`src/hms_pkg.sv`:
```
package hms_pkg;

    // Entry timing, in system clock cycles
    localparam int unsigned XCLK_LOW_MIN   = 32;
    localparam int unsigned XCLK_LOW_MAX   = 45;
    localparam logic [6:0]  XCLK_LOW_CYC   = 7'h26;
    localparam logic [6:0]  FLUSH_SHORT    = 7'h10;
    localparam logic [6:0]  FLUSH_MID      = 7'h20;
    localparam logic [6:0]  FLUSH_LONG     = 7'h40;
    localparam logic [2:0]  WAKE_HOLDOFF   = 3'h4;

    // Exit timing
    localparam int unsigned LOCK_CYCLES_DEF = 131072;
    localparam int unsigned LOCK_CNT_W      = 18;
    localparam logic [10:0] RESUME_FLASH    = 11'h465;
    localparam logic [10:0] RESUME_RAM      = 11'h023;

    // Reset values of the clock controls
    localparam logic        CLK_RUN_RST     = 1'b1;

    typedef enum logic [2:0] {
        HMS_RUN,
        HMS_ENTRY,
        HMS_HALT,
        HMS_OSC_WAIT,
        HMS_LOCK,
        HMS_RESUME
    } hms_state_t;

    typedef struct packed {
        logic external_clock_output;
        logic system_clock_output;
        logic core_clock;
        logic peripheral_clock;
        logic pll;
        logic oscillator;
    } hms_clk_ctrl_t;

endpackage : hms_pkg

```
`src/hms_lock_counter.sv`:
```
`timescale 1ns/1ps
module hms_lock_counter
    import hms_pkg::*;
#(
    parameter int unsigned LOCK_CYCLES = LOCK_CYCLES_DEF
) (
    input  wire logic core_clk,
    input  wire logic srst,
    input  wire logic clk_en,
    input  wire logic clear,
    input  wire logic run,
    output logic      done
);
    localparam logic [LOCK_CNT_W-1:0] TERMINAL = LOCK_CNT_W'(LOCK_CYCLES - 1);

    logic [LOCK_CNT_W-1:0] count;
    logic [LOCK_CNT_W-1:0] next_count;
    logic                  at_terminal;

    assign at_terminal = (count == TERMINAL);
    assign next_count  = clear ? '0 : count + LOCK_CNT_W'(1);

    always_ff @(posedge core_clk) begin
        if (srst) begin
            count <= '0;
            done  <= 1'b0;
        end else if (clk_en) begin
            if (clear || (run && !done)) begin
                count <= next_count;
            end
            done <= !clear && (done || (run && at_terminal));
        end
    end

endmodule : hms_lock_counter

```
`src/hms_sequencer.sv`:
```
`timescale 1ns/1ps
module hms_sequencer
    import hms_pkg::*;
#(
    parameter int unsigned LOCK_CYCLES = LOCK_CYCLES_DEF
) (
    input  wire logic          core_clk,
    input  wire logic          srst,
    input  wire logic          clk_en,
    input  wire logic          halt_idle_exec,
    input  wire logic [1:0]    clock_divide_select,
    input  wire logic          crystal_source,
    input  wire logic          pll_bypass,
    input  wire logic          wake_from_flash,
    input  wire logic          wake_irq_enable,
    input  wire logic          wake_pin,
    input  wire logic          osc_stable,
    output hms_clk_ctrl_t      clk_ctrl,
    output logic               halt_active,
    output logic               exec_resume,
    output logic               wake_irq
);

    hms_state_t  state;
    hms_state_t  next_state;

    logic [6:0]  entry_cnt;
    logic [2:0]  holdoff_cnt;
    logic [10:0] resume_cnt;
    logic        xclk_run;
    logic        sys_run;
    logic        periph_run;
    logic        pll_run;
    logic        osc_run;
    logic        halt_flag;

    logic        wake_s1;
    logic        wake_s2;
    logic        wake_s3;
    logic        stable_s1;
    logic        stable_s2;

    // Flush length and entry timing
    logic [6:0]  flush_len;
    logic        flush_done;
    logic        xclk_hit;
    logic        entry_done;
    logic        holdoff_done;
    logic        wake_fall;
    logic        lock_clear;
    logic        lock_run;
    logic        lock_done;
    logic [10:0] resume_limit;
    logic        resume_done;
    logic        osc_async_on;

    assign flush_len    = (clock_divide_select == 2'h3) ? FLUSH_LONG :
                          (clock_divide_select == 2'h2) ? FLUSH_MID  : FLUSH_SHORT;
    assign flush_done   = (entry_cnt >= flush_len);
    assign xclk_hit     = (entry_cnt == XCLK_LOW_CYC);
    assign entry_done   = flush_done && !xclk_run;
    assign holdoff_done = (holdoff_cnt == WAKE_HOLDOFF);
    assign wake_fall    = wake_s3 && !wake_s2;
    assign lock_clear   = (state == HMS_OSC_WAIT) && stable_s2;
    assign lock_run     = (state == HMS_LOCK);
    assign resume_limit = wake_from_flash ? RESUME_FLASH : RESUME_RAM;
    // Lock flag and state update cost two edges, so stop two short of the limit
    assign resume_done  = (resume_cnt == resume_limit - 11'h002);

    // Pin falling edge restarts the oscillator without any clock
    assign osc_async_on = halt_flag && !wake_pin;

    always_comb begin
        next_state = state;
        unique case (state)
            HMS_RUN: begin
                if (halt_idle_exec) begin
                    next_state = HMS_ENTRY;
                end
            end
            HMS_ENTRY: begin
                if (entry_done) begin
                    next_state = HMS_HALT;
                end
            end
            HMS_HALT: begin
                if (wake_fall && holdoff_done) begin
                    next_state = HMS_OSC_WAIT;
                end
            end
            HMS_OSC_WAIT: begin
                if (stable_s2) begin
                    next_state = HMS_LOCK;
                end
            end
            HMS_LOCK: begin
                if (lock_done) begin
                    next_state = HMS_RESUME;
                end
            end
            HMS_RESUME: begin
                if (resume_done) begin
                    next_state = HMS_RUN;
                end
            end
        endcase
    end

    // Two-stage synchronisers for the pin and the oscillator status
    always_ff @(posedge core_clk) begin
        if (srst) begin
            wake_s1   <= 1'b1;
            wake_s2   <= 1'b1;
            wake_s3   <= 1'b1;
            stable_s1 <= 1'b0;
            stable_s2 <= 1'b0;
        end else if (clk_en) begin
            wake_s1   <= wake_pin;
            wake_s2   <= wake_s1;
            wake_s3   <= wake_s2;
            stable_s1 <= osc_stable;
            stable_s2 <= stable_s1;
        end
    end

    always_ff @(posedge core_clk) begin
        if (srst) begin
            state <= HMS_RUN;
        end else if (clk_en) begin
            state <= next_state;
        end
    end

    // Entry and hold-off counters
    always_ff @(posedge core_clk) begin
        if (srst) begin
            entry_cnt   <= '0;
            holdoff_cnt <= '0;
        end else if (clk_en) begin
            if (state == HMS_RUN) begin
                entry_cnt   <= halt_idle_exec ? 7'h01 : 7'h00;
                holdoff_cnt <= halt_idle_exec ? 3'h1 : 3'h0;
            end else begin
                if (state == HMS_ENTRY && !entry_done) begin
                    entry_cnt <= entry_cnt + 7'h01;
                end
                if (!holdoff_done) begin
                    holdoff_cnt <= holdoff_cnt + 3'h1;
                end
            end
        end
    end

    always_ff @(posedge core_clk) begin
        if (srst) begin
            resume_cnt <= '0;
        end else if (clk_en) begin
            resume_cnt <= (state == HMS_RESUME) ? resume_cnt + 11'h001 : 11'h000;
        end
    end

    // Clock gating controls
    always_ff @(posedge core_clk) begin
        if (srst) begin
            xclk_run   <= CLK_RUN_RST;
            sys_run    <= CLK_RUN_RST;
            periph_run <= CLK_RUN_RST;
            pll_run    <= CLK_RUN_RST;
            osc_run    <= CLK_RUN_RST;
            halt_flag  <= 1'b0;
        end else if (clk_en) begin
            if (state == HMS_ENTRY && xclk_hit) begin
                xclk_run <= 1'b0;
            end
            if (state == HMS_ENTRY && flush_done) begin
                sys_run <= 1'b0;
            end
            if (state == HMS_ENTRY && entry_done) begin
                periph_run <= 1'b0;
                pll_run    <= 1'b0;
                osc_run    <= !crystal_source;
                halt_flag  <= 1'b1;
            end
            if (state == HMS_HALT && next_state == HMS_OSC_WAIT) begin
                osc_run   <= 1'b1;
                halt_flag <= 1'b0;
            end
            if (state == HMS_OSC_WAIT && stable_s2) begin
                pll_run <= 1'b1;
            end
            if (state == HMS_LOCK && lock_done) begin
                sys_run    <= 1'b1;
                periph_run <= 1'b1;
                xclk_run   <= 1'b1;
            end
        end
    end

    // Resume and interrupt pulses
    always_ff @(posedge core_clk) begin
        if (srst) begin
            exec_resume <= 1'b0;
            wake_irq    <= 1'b0;
        end else if (clk_en) begin
            exec_resume <= (state == HMS_RESUME) && resume_done;
            wake_irq    <= (state == HMS_RESUME) && resume_done && wake_irq_enable;
        end
    end

    hms_lock_counter #(
        .LOCK_CYCLES (LOCK_CYCLES)
    ) u_lock (
        .core_clk (core_clk),
        .srst     (srst),
        .clk_en   (clk_en),
        .clear    (lock_clear),
        .run      (lock_run),
        .done     (lock_done)
    );

    // Lock wait runs whatever the bypass; bypass only keeps the PLL off
    assign clk_ctrl.external_clock_output = xclk_run;
    assign clk_ctrl.system_clock_output   = sys_run;
    assign clk_ctrl.core_clock            = sys_run;
    assign clk_ctrl.peripheral_clock      = periph_run;
    assign clk_ctrl.pll                   = pll_run && !pll_bypass;
    assign clk_ctrl.oscillator            = osc_run || osc_async_on;
    assign halt_active                    = halt_flag;

endmodule : hms_sequencer

```
`config.mk`:
```
export PLATFORM = sky130hd
export DESIGN_NAME = hms_sequencer
export DESIGN_NICKNAME = d
export VERILOG_FILES = /design/src/hms_pkg.sv /design/src/hms_lock_counter.sv /design/src/hms_sequencer.sv
export SDC_FILE = /design/constraint.sdc
export NUM_CORES = 1
export LEC_CHECK = 0
export BUFFER_PORTS_ARGS = -buffer_cell sky130_fd_sc_hd__buf_2
export CORE_MARGIN = 2
export CORE_UTILIZATION = 44
export CTS_CLUSTER_SIZE = 40
export DETAILED_ROUTE_END_ITERATION = 6
export PLACE_DENSITY = 0.71
export SLEW_MARGIN = 20
export SYNTH_ARGS = -nofsm -noshare
export SYNTH_HDL_FRONTEND = slang
export SYNTH_HIERARCHICAL = 1
export SYNTH_SLANG_ARGS = --single-unit
```
`constraint.sdc`:
```
create_clock -name core_clk -period 2.7 [get_ports core_clk]
set_input_delay 0.27 -clock core_clk [delete_from_list [all_inputs] [get_ports core_clk]]
set_output_delay 0.27 -clock core_clk [all_outputs]
set_load 0.02 [all_outputs]
```
==> results.txt <==
Largest net degree at the start of global routing: 28
Final TNS setup: 0 ns
Final estimated routing congestion in global placement: 0.8428
Unique masters post-synth: 60
Async set-or-reset flop fraction in the synthesized netlist: 0
Initial antenna violation count: 0
CTS root buffer: clkbuf_8
First-pass GRT wire length: 9673 um
Antenna Nets Post-Route: 0
R2R setup slack: 0.49 ns
Initial core utilization: 0.4492
CP max-delay cell: dfxtp_1
Global route overflow: 0
Yosys warns: 6
Resize count post-CTS: 0
Vias in the first global route: 2109
Yosys reg bits: 56
Fmax: 452.4 MHz
Worst vdd ir: 369.9 uV
Most frequent CP cell: nor2b_1
Slew margin rel.: 0.6304
Critical Path Source Type: register
Fraction of layout cells with a size suffix above 1: 0.1416
GR peak layer: met2
Slowest Stage Delay on Critical Path: 0.57 ns
Crit path kind: reg2reg
Post-CTS Hold Buffers: 0
H-tree levels: 2
Final Setup Violations: 0
Max-cap violations: 0
Clock Tree Buf Depth: 2
Die area: 0.007538 mm^2
Syn_nets: 361
Synth Cell Area: 0.003018 mm^2
Die width: 86.82 um
Met2 usage: 0.2477
FF-to-FF path depth: 7
Minimum clock period: 2.210 ns
Leakage: 1.187 nW
Critical path capture point type: register
Finished Cell Area: 0.003193 mm^2
Detailed-route DRC error count: 0
Slew @ Worst Pin: 0.5544 ns
Reg2reg end: u_lock/count[17]
HPWL Detailed: 4080 um
I/O Buffers: 20
Synth-to-Final Area Change: 5.804%
RR Startpoint: state[2]
GR Util met1: 0.2170
CTS buffer count: 5
Clock latency on the worst-skew pair: 0.31 ns
Status: finished, final reports clean
Final Net Count: 374
Clock transition at the registers of the reported paths: 0.09 ns
Met3 global-route usage: 0.03333
P per Cell Area: 463.7 mW/mm^2
Num rows: 30
Die height: 86.82 um
Power, Total: 1.481 mW
Synth Flop Type: dfxtp_1
Setup Skew: 0.01338 ns
Fin. max-slew vios: 0
Crit path to: u_lock/count[17]
Final Hold Vio Count: 0
Crit Path Max Fanout: 12
CTS tree: built
CP arrival: 2.44 ns
Clk sinks: 56
Vias: 2407
Detailed Route WL: 5717 um
Sequential-to-total area share from yosys stat: 0.3715
Io pins: 21
RSZ-0062 raised after global routing: no
Critical Path Source: state[2]
Antenna cells: 0
Router iterations before antenna repair: 4
Critical Path, Cell by Cell: nor2b_1, and2_1, nor2b_1, buf_4, o21ai_2, or4_1, a21oi_1
Via density per instance: 5.559
Pre-CTS setup slack: 0.5307 ns
CP required: 2.93 ns
Synthesized instance count: 339
Setup WS post-layout: 0.4898 ns
Period utilisation layout: 0.8186
EDFF count, synth: 0
Post-CTS setup buffer count: 0
GRT Resource Usage Total: 0.1569
Initial drt markers: 91
Syn Area/Cell: 8.902 um^2
Min-delay worst type: in2reg
Core Footprint: 0.006719 mm^2
Placed Area: 0.003103 mm^2
Routed wire length per instance: 13.20 um
[how the worst min path moves through the flow]
stage | startpoint | end | slack [ns] | cells after the start
floorplan | srst | u_lock/count[0] | 0.34 | 1
global placement | wake_s1 | wake_s2 | 0.44 | 1
detailed placement | periph_run | periph_run | 0.44 | 2
CTS | wake_pin | wake_s1 | 0.19 | 2
global route | wake_pin | wake_s1 | 0.18 | 2
finish | wake_pin | wake_s1 | 0.19 | 2
[flip-flops by register name (all words and copies together) (netlist names), 3 cells and up]
signal        count
state             3
entry_cnt         7
u_lock/count     18
resume_cnt       11
holdoff_cnt       3
[where the power goes]
group | internal, mW | switching [mW] | leakage [nW]
sequential | 0.839 | 0.0179 | 0.453
clock | 0.210 | 0.262 | 0.0455
combinational | 0.0623 | 0.0891 | 0.688
total | 1.11 | 0.369 | 1.19
[cell usage in the layout (no fill, tap or decap), drive strengths merged, types with 2 or more instances in the layout]
cell and count:
dfxtp 56, nand2 21, xnor2 5, clkbuf 8, or4 4, and4 5, o21a 3, xor2 15
a211oi 2, nand2b 8, buf 24, inv 11, nor3 4, and3 8, a31o 2, nor4b 3
o31ai 3, and2 5, a21o 5, o21ai 18, a32oi 2, nand3 13, o2111ai 3, a31oi 5
nor2b 7, a21oi 24, or3 7, nand4 9, ha 10, o211ai 6, a211o 3, mux2i 6
nor2 34
[worst max-delay path, delay by kind of cell, from the launching register on]
kind / cells / cell delay [ns]
buffers and inverters: 1 / 0.18
flip-flops: 1 / 0.57
AO/OA/AOI/OAI: 2 / 0.29
AND/OR/NAND/NOR: 4 / 1.10
[Yosys cell counts (all sizes together) (2+ instances only)]
master	number	area (um^2)
nand2b	8	50.05
or4	4	30.03
dfxtp	56	1121
xor2	15	131.4
a211o	3	26.28
a32oi	2	17.52
a21o	5	38.79
o31ai	3	22.52
ha	10	125.1
and3	8	51.30
o2111ai	3	26.28
and4	5	50.05
a21oi	24	123.9
o21a	3	22.52
nand2	21	78.83
nor4b	3	26.28
a211oi	2	15.01
inv	11	41.29
nor2	34	127.6
nand3	13	65.06
a31o	2	26.28
or3	7	43.79
o21ai	18	93.84
nor3	4	20.02
buf	9	82.58
a31oi	5	61.31
nand4	9	71.32
xnor2	5	43.79
nor2b	7	43.79
mux2i	6	60.06
clkbuf	8	50.05
and2	5	33.78
o211ai	6	45.04
[stage by stage]
stage / instances / hold WS (ns) / utilization
2_1_floorplan: 339 / 0.3424 / -
3_5_place_dp: 425 / 0.4444 / 0.4618
6_report: 433 / 0.1864 / 0.4752
3_3_place_gp: 425 / 0.4404 / 0.4618
5_1_grt: 433 / 0.1792 / 0.4752
4_1_cts: 433 / 0.1862 / 0.4752
[per-layer routing]
metal,up-vias,part of all wire
met3,7,0.035
met2,43,0.44
met1,1109,0.51
met4,0,0.011
li1,1248,-
met5,-,0
[cell type report]
| type | count | area [um^2] |
|---|---|---|
| fill | 666 | 3526 |
| multi-input combinational | 254 | 1710 |
| sequential | 56 | 1121 |
| timing repair buffer | 24 | 130.1 |
| tap | 80 | 100.1 |
| clock buffer | 8 | 90.09 |
| inverter | 11 | 41.29 |
[logic make-up (layout without fill, tap and decap cells)]
kind of cell / count (synthesis) / after routing / synth area share
AOI/OAI and AO/OA: 83 / 83 / 0.1969
xor gates and xnor gates: 20 / 20 / 0.05804
adders and majority gates: 10 / 10 / 0.04146
buffers and inverters: 29 / 43 / 0.06177
DFF: 56 / 56 / 0.3715
muxes: 6 / 6 / 0.01990
and+or+nand+nor: 135 / 135 / 0.2504
No activity file was read; power rests on OpenSTA's default activity.
